==> src/dmem_defs.svh <==
// address map constants of the banked data memory decoder
`ifndef DMEM_DEFS_SVH
`define DMEM_DEFS_SVH

// ----------------------------------------------------------------
// in-bank offsets
// ----------------------------------------------------------------
`define DM_CORE_LAST      7'h0B
`define DM_BANKSEL_OFS    7'h08
`define DM_PERIPH_LAST    7'h1F
`define DM_SCRATCH_FIRST  7'h20
`define DM_SCRATCH_LAST   7'h6F
`define DM_COMMON_FIRST   7'h70
`define DM_SMALL_B1_LAST  7'h3F

// ----------------------------------------------------------------
// sizes and reset values
// ----------------------------------------------------------------
`define DM_SCRATCH_PER_BANK 8'h50
`define DM_LARGE_BANKS      5'h03
`define DM_SMALL_TOTAL      8'h70
`define DM_LARGE_TOTAL      8'hF0
`define DM_SCRATCH_DEPTH    240
`define DM_COMMON_DEPTH     16
`define DM_BANKSEL_RESET    5'h00

`endif

==> src/dmem_pkg.sv <==
// types shared by the banked data memory decoder
`default_nettype none
package dmem_pkg;

  // how the core forms the address of an access
  typedef enum logic [1:0] {
    MODE_DIRECT,
    MODE_INDIRECT,
    MODE_LINEAR
  } accMode_t;

  // region that an address decodes to
  typedef enum logic [2:0] {
    REG_CORE,
    REG_PERIPH,
    REG_SCRATCH,
    REG_COMMON,
    REG_NONE
  } region_t;

  // access from the processor core
  typedef struct packed {
    logic        valid;
    logic        write;
    accMode_t    mode;
    logic [11:0] addr;
    logic [7:0]  wrData;
  } accReq_t;

  // access forwarded to the core register or peripheral register space
  typedef struct packed {
    logic        valid;
    logic        write;
    logic [11:0] addr;
    logic [7:0]  wrData;
  } fwdReq_t;

endpackage
`default_nettype wire
==> src/banked_data_memory_decoder.sv <==
// banked data memory decoder with scratch and common ram storage
`include "dmem_defs.svh"
`default_nettype none

// Summary of operation
// - Offsets 00h to 0Bh of every bank go to the core registers, forwarded with the full address including the bank.
// - Offsets 0Ch to 1Fh of every bank go to the peripheral register space.
// - Each bank can hold up to 80 scratch ram bytes after the peripheral register space.
// - Sixteen bytes of common ram are reachable from whichever bank is selected.
// - Offsets 70h to 7Fh of every bank hit the same common ram bytes as bank 0.
// - Reads of unpopulated locations, empty peripheral slots included, return zero.
// - Scratch ram is also reachable through the indirect pointers as one contiguous region.
// - The small variant populates 80 bytes in bank 0 and 32 bytes at 0A0h-0BFh in bank 1 only.
// - The large variant populates 20h-6Fh in banks 0, 1 and 2 and nothing in higher banks.
// - Data memory is 32 banks of 128 bytes on a 12-bit address.
// - Direct accesses use the last bank number written to the bank selector plus the offset.
module banked_data_memory_decoder
  import dmem_pkg::*;
#(
  parameter bit LARGE_VARIANT = 1'b0
) (
  input  wire logic       sys_clk,
  input  wire logic       sys_rst,
  input  wire accReq_t    req,
  input  wire logic [7:0] coreRdData,
  input  wire logic [7:0] periphRdData,
  input  wire logic       periphHit,
  output fwdReq_t         coreReq_reg,
  output fwdReq_t         periphReq_reg,
  output logic [4:0]      bankSel_reg,
  output logic [7:0]      rdData_reg,
  output logic            rdValid_reg
);

  localparam logic [7:0] SCRATCH_TOTAL = LARGE_VARIANT ? `DM_LARGE_TOTAL : `DM_SMALL_TOTAL;

  // ----------------------------------------------------------------
  // decode
  // ----------------------------------------------------------------
  logic [11:0] decAddr;
  logic [4:0]  decBank;
  logic [6:0]  decOfs;
  region_t     decRegion;
  logic [7:0]  scratchIdx;
  logic [3:0]  commonIdx;
  logic        scratchPop;
  logic        isBankSel;
  logic [7:0]  scratchRd;
  logic [7:0]  commonRd;

  // full address: bank selector plus offset for direct accesses
  always_comb begin
    case (req.mode)
      MODE_DIRECT: decAddr = {bankSel_reg, req.addr[6:0]};
      default:     decAddr = req.addr;
    endcase
  end

  assign decBank = decAddr[11:7];
  assign decOfs  = decAddr[6:0];

  // which banks populate the scratch window
  always_comb begin
    if (LARGE_VARIANT) begin
      scratchPop = decBank < `DM_LARGE_BANKS;
    end else begin
      scratchPop = (decBank == 5'h00) ||
                   ((decBank == 5'h01) && (decOfs <= `DM_SMALL_B1_LAST));
    end
  end

  // region select and physical indices
  always_comb begin
    decRegion  = REG_NONE;
    scratchIdx = 8'h00;
    commonIdx  = decOfs[3:0];
    if (req.mode == MODE_LINEAR) begin
      if ((req.addr[11:8] == 4'h0) && (req.addr[7:0] < SCRATCH_TOTAL)) begin
        decRegion  = REG_SCRATCH;
        scratchIdx = req.addr[7:0];
      end
    end else if (decOfs <= `DM_CORE_LAST) begin
      decRegion = REG_CORE;
    end else if (decOfs <= `DM_PERIPH_LAST) begin
      decRegion = REG_PERIPH;
    end else if (decOfs >= `DM_COMMON_FIRST) begin
      decRegion = REG_COMMON;
    end else if (scratchPop) begin
      decRegion  = REG_SCRATCH;
      scratchIdx = 8'(({3'h0, decBank} * `DM_SCRATCH_PER_BANK) + ({1'b0, decOfs} - {1'b0, `DM_SCRATCH_FIRST}));
    end
  end

  assign isBankSel = (decRegion == REG_CORE) && (decOfs == `DM_BANKSEL_OFS);

  // ----------------------------------------------------------------
  // storage
  // ----------------------------------------------------------------
  logic scratchWe;
  logic commonWe;

  // only populated locations are ever written
  assign scratchWe = req.valid && req.write && (decRegion == REG_SCRATCH);
  assign commonWe  = req.valid && req.write && (decRegion == REG_COMMON);

  byte_store #(
    .DEPTH (`DM_SCRATCH_DEPTH),
    .IW    (8)
  ) scratchStore (
    .sys_clk (sys_clk),
    .sys_rst (sys_rst),
    .wrEn    (scratchWe),
    .wrIdx   (scratchIdx),
    .wrData  (req.wrData),
    .rdIdx   (scratchIdx),
    .rdData  (scratchRd)
  );

  byte_store #(
    .DEPTH (`DM_COMMON_DEPTH),
    .IW    (4)
  ) commonStore (
    .sys_clk (sys_clk),
    .sys_rst (sys_rst),
    .wrEn    (commonWe),
    .wrIdx   (commonIdx),
    .wrData  (req.wrData),
    .rdIdx   (commonIdx),
    .rdData  (commonRd)
  );

  // ----------------------------------------------------------------
  // bank selector
  // ----------------------------------------------------------------
  // takes effect for the next direct access
  always_ff @(posedge sys_clk or posedge sys_rst) begin
    if (sys_rst) begin
      bankSel_reg <= `DM_BANKSEL_RESET;
    end else if (req.valid && req.write && isBankSel) begin
      bankSel_reg <= req.wrData[4:0];
    end
  end

  // ----------------------------------------------------------------
  // first stage: forwarded accesses and local ram read
  // ----------------------------------------------------------------
  logic       stgValid_reg;
  logic       stgWrite_reg;
  region_t    stgRegion_reg;
  logic       stgBankSel_reg;
  logic [7:0] ramData_reg;

  // core and peripheral accesses go out one cycle after the request
  always_ff @(posedge sys_clk or posedge sys_rst) begin
    if (sys_rst) begin
      coreReq_reg   <= '0;
      periphReq_reg <= '0;
    end else begin
      coreReq_reg   <= '{valid: req.valid && (decRegion == REG_CORE), write: req.write,
                         addr: decAddr, wrData: req.wrData};
      periphReq_reg <= '{valid: req.valid && (decRegion == REG_PERIPH), write: req.write,
                         addr: decAddr, wrData: req.wrData};
    end
  end

  // remember what the request was for the answer stage
  always_ff @(posedge sys_clk or posedge sys_rst) begin
    if (sys_rst) begin
      stgValid_reg   <= 1'b0;
      stgWrite_reg   <= 1'b0;
      stgRegion_reg  <= REG_NONE;
      stgBankSel_reg <= 1'b0;
      ramData_reg    <= 8'h00;
    end else begin
      stgValid_reg   <= req.valid;
      stgWrite_reg   <= req.write;
      stgRegion_reg  <= decRegion;
      stgBankSel_reg <= isBankSel;
      // bank selector value is caught at the taking edge, so a selector write just behind a
      // selector read cannot leak its new value into the older read answer
      if (isBankSel) begin
        ramData_reg <= {3'h0, bankSel_reg};
      end else begin
        ramData_reg <= (decRegion == REG_COMMON) ? commonRd : scratchRd;
      end
    end
  end

  // ----------------------------------------------------------------
  // second stage: read answer
  // ----------------------------------------------------------------
  always_ff @(posedge sys_clk or posedge sys_rst) begin
    if (sys_rst) begin
      rdData_reg  <= 8'h00;
      rdValid_reg <= 1'b0;
    end else begin
      rdValid_reg <= stgValid_reg && !stgWrite_reg;
      case (stgRegion_reg)
        REG_CORE:    rdData_reg <= stgBankSel_reg ? ramData_reg : coreRdData;
        REG_PERIPH:  rdData_reg <= periphHit ? periphRdData : 8'h00;
        REG_SCRATCH: rdData_reg <= ramData_reg;
        REG_COMMON:  rdData_reg <= ramData_reg;
        default:     rdData_reg <= 8'h00;
      endcase
    end
  end
endmodule
`default_nettype wire

==> src/byte_store.sv <==
// flip-flop byte storage with one write port and one read port
`default_nettype none
module byte_store #(
  parameter int DEPTH = 16,
  parameter int IW    = 4
) (
  input  wire logic          sys_clk,
  input  wire logic          sys_rst,
  input  wire logic          wrEn,
  input  wire logic [IW-1:0] wrIdx,
  input  wire logic [7:0]    wrData,
  input  wire logic [IW-1:0] rdIdx,
  output logic      [7:0]    rdData
);

  logic [7:0] mem_reg [DEPTH];

  // storage cleared at reset, written by index
  always_ff @(posedge sys_clk or posedge sys_rst) begin
    if (sys_rst) begin
      for (int i = 0; i < DEPTH; i++) begin
        mem_reg[i] <= 8'h00;
      end
    end else if (wrEn && (int'(wrIdx) < DEPTH)) begin
      mem_reg[wrIdx] <= wrData;
    end
  end

  // read port, out of range reads zero
  assign rdData = (int'(rdIdx) < DEPTH) ? mem_reg[rdIdx] : 8'h00;

endmodule
`default_nettype wire

==> config.mk <==
export PLATFORM = sky130hd
export DESIGN_NAME = banked_data_memory_decoder
export DESIGN_NICKNAME = d
export VERILOG_FILES = /design/src/dmem_pkg.sv /design/src/banked_data_memory_decoder.sv /design/src/byte_store.sv
export VERILOG_INCLUDE_DIRS = /design/src
export SDC_FILE = /design/constraint.sdc
export NUM_CORES = 2
export LEC_CHECK = 0
export ABC_AREA = 1
export BUFFER_PORTS_ARGS = -buffer_cell sky130_fd_sc_hd__buf_2
export CORE_MARGIN = 2
export CORE_UTILIZATION = 48
export DETAILED_ROUTE_END_ITERATION = 12
export PLACE_DENSITY = 0.7
export SLEW_MARGIN = 10
export SYNTH_ARGS = -nofsm -noshare
export SYNTH_HDL_FRONTEND = slang
export SYNTH_SLANG_ARGS = --single-unit
==> constraint.sdc <==
create_clock -name sys_clk -period 187.4 [get_ports sys_clk]
set_clock_uncertainty 0.2 [all_clocks]
set_input_delay 9.37 -clock sys_clk [delete_from_list [all_inputs] [get_ports sys_clk]]
set_output_delay 9.37 -clock sys_clk [all_outputs]
set_load 0.02 [all_outputs]
==> run_results.csv <==
group,metric,value,unit
status,status,"finished, violations left",
status,failed_checks,"capacitance limit",
worst_setup_path,cp_max_fo,106,
floorplanning,die_area,0.2045,mm^2
detailed_routing,drcViolationCount,0,
floorplanning,dieHeight,452.2,um
detailed_routing,detailedRoute.firstPassIterationCount,9,
worst_setup_path,worstRegToRegCells,21,
worst_setup_path,crit_path_frequent_cell,"sky130_fd_sc_hd__nand2_1",
global_route,grt_antenna_before_repair,12,
logic_synthesis,yosysWarningCount,0,
clock_tree,clk_transition_reported_paths,0.06,ns
timing,worst-slew-pin-transition,1.477,ns
floorplanning,fp.coreArea,0.1997,mm^2
finish,layout.cells.most_common,"sky130_fd_sc_hd__nand2_1",
detailed_routing,finalWirelength,307400,um
clock_tree,post-cts-setup-buffers,0,
place,detailed_place.area,0.09789,mm^2
hold_path,hold_path_startpoint,"stgValid_reg$_DFF_PP0_",
worst_setup_path,cp_slowest_cell,"sky130_fd_sc_hd__buf_4",
finish,layout-drive-gt1-share,6.119,%
clock_tree,number_of_buffers_created_by_cts,213,
clock_tree,tritoncts,"built",
timing,grt_setup_unrepaired,"false",
timing,fin_crit_sh,8.088,%
clock_tree,cts_hold_repair.buffers,0,
detailed_routing,postRouteAntennaNets,0,
flow_run,max-cap-violations,1,
worst_setup_path,worst-setup-path-type,"in2reg",
finish,layout_common_cells,"3349 x sky130_fd_sc_hd__nand2_1, 2183 x sky130_fd_sc_hd__o21ai_0, 2097 x sky130_fd_sc_hd__dfrtp_1, 828 x sky130_fd_sc_hd__nor2_1, 744 x sky130_fd_sc_hd__o21ai_1",
logic_synthesis,synthesis.area,0.09641,mm^2
pwr,p_per_area,9.084,mW/mm^2
worst_setup_path,crit_arrival,15.74,ns
global_route,groute.usage.overall,29.84,%
timing,finalHoldViolCount,0,
hold_path,min-delay-path-class,"reg2reg",
global_route,grt_overflow,0,
clock_tree,tritoncts_num_sinks,2098,
finish,area_growth,9.426,%
timing,totalNegativeSetupSlack,0,ns
timing,setup_viol_count_final,0,
clock_tree,clock_tree.root_cell,"sky130_fd_sc_hd__clkbuf_16",
floorplanning,die_width,452.2,um
worst_setup_path,r2r_setup_slack,180.53,ns
place,detailed_place_hpwl,178200,um
clock_tree,ctsHtreeMaxLevel,4,
place,dp_worst_setup_slack,171.53,ns
logic_synthesis,syn_avg_cell_area,8.146,um^2
hold_path,min_delay_path_depth,2,
timing,max_clock_freq,65.98,MHz
floorplanning,starting_utilization_of_the_core_area,48.29,%
timing,worst_slew_margin_rel,0.4610,%
clock_tree,post_cts_resized,0,
worst_setup_path,startpoint_type,"input pin",
finish,fillerInstances,18210,
worst_setup_path,critical_path.n_buffers_inverters,5,
worst_setup_path,biggest_cell_delay_along_the_critical_path,0.68,ns
hold_path,hold_path_end,"rdValid_reg$_DFF_PP0_",
finish,flip_flop_count_of_the_largest_register_all_copies_and_words_added,1920,
timing,finalWorstSetupSlack,172.24,ns
pwr,power.ir.vdd_worst,0.000007652,V
global_route,pin_count_of_the_biggest_net_entering_global_routing,186,
finish,numnets_final,11430,
pwr,power.static_leakage,49.46,nW
worst_setup_path,worstPathCellList,"buf_2, nor2_4, nand2_1, nand2_1, nand2_1, nor2_1, nand3_1, nand2_4, buf_4, nand2_4, buf_12, buf_4, buf_4, nand2_1, o21ai_0, o21ai_0, nand2_1, o21ai_0, nand3_1, nor2_1, nand3_1, a21oi_1",
place,buffer_ports.inserted,100,
worst_setup_path,critical_path.reg2reg.startpoint,"bankSel_reg[3]$_DFFE_PP0P_",
worst_setup_path,reg_to_reg_end,"ramData_reg[5]$_DFF_PP0_",
detailed_routing,first_iter_violations,10400,
global_route,first_global_vias,78550,
timing,timing.final.crit_period,15.16,ns
logic_synthesis,synth.net_count,11880,
worst_setup_path,data_required_time_of_the_worst_path,187.98,ns
timing,drv_slew,0,
finish,final_area,0.1055,mm^2
clock_tree,clk-insertion-delay-late,0.89,ns
detailed_routing,post_drt_via_cell_ratio,5.783,
global_route,grt_pass1_wl,474200,um
pwr,report.power.total,0.9584,mW
worst_setup_path,critPathTopFamily,"simple AND/OR/NAND/NOR gates",
clock_tree,cts_buffer_depth,3,
worst_setup_path,setup.worst_path.end_class,"flip-flop",
logic_synthesis,synth.yosys.seq_area_share,54.46,%
floorplanning,count_of_pins_on_the_block_boundary,101,
place,routability_cong,0.9361,
logic_synthesis,synth_cell_type_count,43,
detailed_routing,wl_per_cell,21.63,um
logic_synthesis,syn_inst_count,11840,
detailed_routing,route.vias.total,82200,
logic_synthesis,synth.ff_latch_count,2098,
floorplanning,rows,164,
## layer usage
| layer | GRT usage, % | part of all wire (%) |
|---|---|---|
| met5 | 0.4431 | 0.075 |
| met4 | 14.74 | 5.3 |
| met3 | 6.480 | 9.9 |
| met2 | 45.77 | 44 |
| met1 | 40.11 | 41 |
## worst max path at each step
stage               slack, ns     from                         end  depth (start not counted)
floorplan              118.57  sys_rst  bankSel_reg[0]$_DFFE_PP0P_                          1
global placement       171.52  req[21]    ramData_reg[5]$_DFF_PP0_                         22
detailed placement     171.53  req[21]    ramData_reg[5]$_DFF_PP0_                         22
CTS                    172.44  req[21]    ramData_reg[5]$_DFF_PP0_                         22
global route           172.13  req[21]    ramData_reg[5]$_DFF_PP0_                         22
finish                 172.24  req[21]    ramData_reg[5]$_DFF_PP0_                         22
## cells in the mapped netlist
master                     instances  area [um^2]
sky130_fd_sc_hd__nand2_2          47        294.0
sky130_fd_sc_hd__fa_1              1        20.02
sky130_fd_sc_hd__a22oi_1          40        300.3
sky130_fd_sc_hd__a21oi_1          29        145.1
sky130_fd_sc_hd__a211oi_4          1        20.02
sky130_fd_sc_hd__buf_1            52        195.2
sky130_fd_sc_hd__nand3_1         158        790.8
sky130_fd_sc_hd__nor2_1          833         3127
sky130_fd_sc_hd__buf_4            31        232.7
sky130_fd_sc_hd__ha_1              5        62.56
sky130_fd_sc_hd__a22o_1            1        8.760
sky130_fd_sc_hd__nor2_2            7        43.79
sky130_fd_sc_hd__nand3b_1        616         4624
sky130_fd_sc_hd__nand2_1        3358        12600
sky130_fd_sc_hd__nor4_1            6        37.54
sky130_fd_sc_hd__nor3_4            9        146.4
sky130_fd_sc_hd__inv_2            11        41.29
sky130_fd_sc_hd__nor2_4            3        33.78
sky130_fd_sc_hd__xnor2_1           1        8.760
sky130_fd_sc_hd__clkinv_1          4        15.01
sky130_fd_sc_hd__o21ai_2           4        35.03
sky130_fd_sc_hd__and2_1            3        18.77
sky130_fd_sc_hd__o22a_1            2        17.52
sky130_fd_sc_hd__a31oi_1           4        25.02
sky130_fd_sc_hd__o221ai_1          2        17.52
sky130_fd_sc_hd__nand4_1          12        75.07
sky130_fd_sc_hd__o21a_1            2        15.01
sky130_fd_sc_hd__nor3_1           15        75.07
sky130_fd_sc_hd__inv_1           655         2459
sky130_fd_sc_hd__dfstp_2           1        26.28
sky130_fd_sc_hd__buf_2           112        560.5
sky130_fd_sc_hd__buf_6             3        33.78
sky130_fd_sc_hd__o21ai_1         744         3724
sky130_fd_sc_hd__inv_4             1        6.260
sky130_fd_sc_hd__dfrtp_1        2097        52480
sky130_fd_sc_hd__clkbuf_1        703         2639
sky130_fd_sc_hd__o41ai_1           2        17.52
sky130_fd_sc_hd__o21ai_0        2183        10930
sky130_fd_sc_hd__and2_0            1        6.260
sky130_fd_sc_hd__or2_2             1        6.260
sky130_fd_sc_hd__xor2_1            3        26.28
sky130_fd_sc_hd__nor3_2            6        60.06
sky130_fd_sc_hd__o22ai_1          66        412.9
## cells by family after synthesis
group | share of synthesized area [%]
and+or+nand+nor | 22.76
AOI/OAI and AO/OA | 16.25
DFF | 54.46
buffers and inverters | 6.412
adders and majority gates | 0.08566
xor gates and xnor gates | 0.03635
## layout make-up
type                       count  area [um^2]  share of cell area, %
clock inverter                87         1282                  1.216
multi-input combinational   8165        37850                  35.88
antenna                        3        7.507               0.007116
tap                         2656         3323                  3.150
clock buffer                 305         6320                  5.991
inverter                     671         2597                  2.462
timing repair buffer         228         1612                  1.528
sequential                  2098        52500                  49.77
## through the flow
stage | utilization, % | hold slack (ns) | cells
final | 52.84 | 0.2598 | 14210
after global routing | 52.84 | 0.2914 | 14210
after CTS | 52.84 | 0.2618 | 14210
after floorplan | - | 0.2231 | 11840
after detailed placement | 49.03 | 0.2426 | 13820
after global placement | 49.03 | 0.2498 | 13820
## report_power, final
part	total, mW	switching, mW	leakage, nW	internal, mW
Sequential	0.455	0.000881	29.2	0.455
Clock	0.459	0.187	3.77	0.271
Combinational	0.0439	0.0376	16.4	0.00628
## worst min-delay path, stage by stage, from the launching register on
cell                      delay [ns]
sky130_fd_sc_hd__dfrtp_1        0.32
sky130_fd_sc_hd__inv_1          0.03
sky130_fd_sc_hd__nor2_1         0.07
No activity file was read; power rests on OpenSTA's default activity.
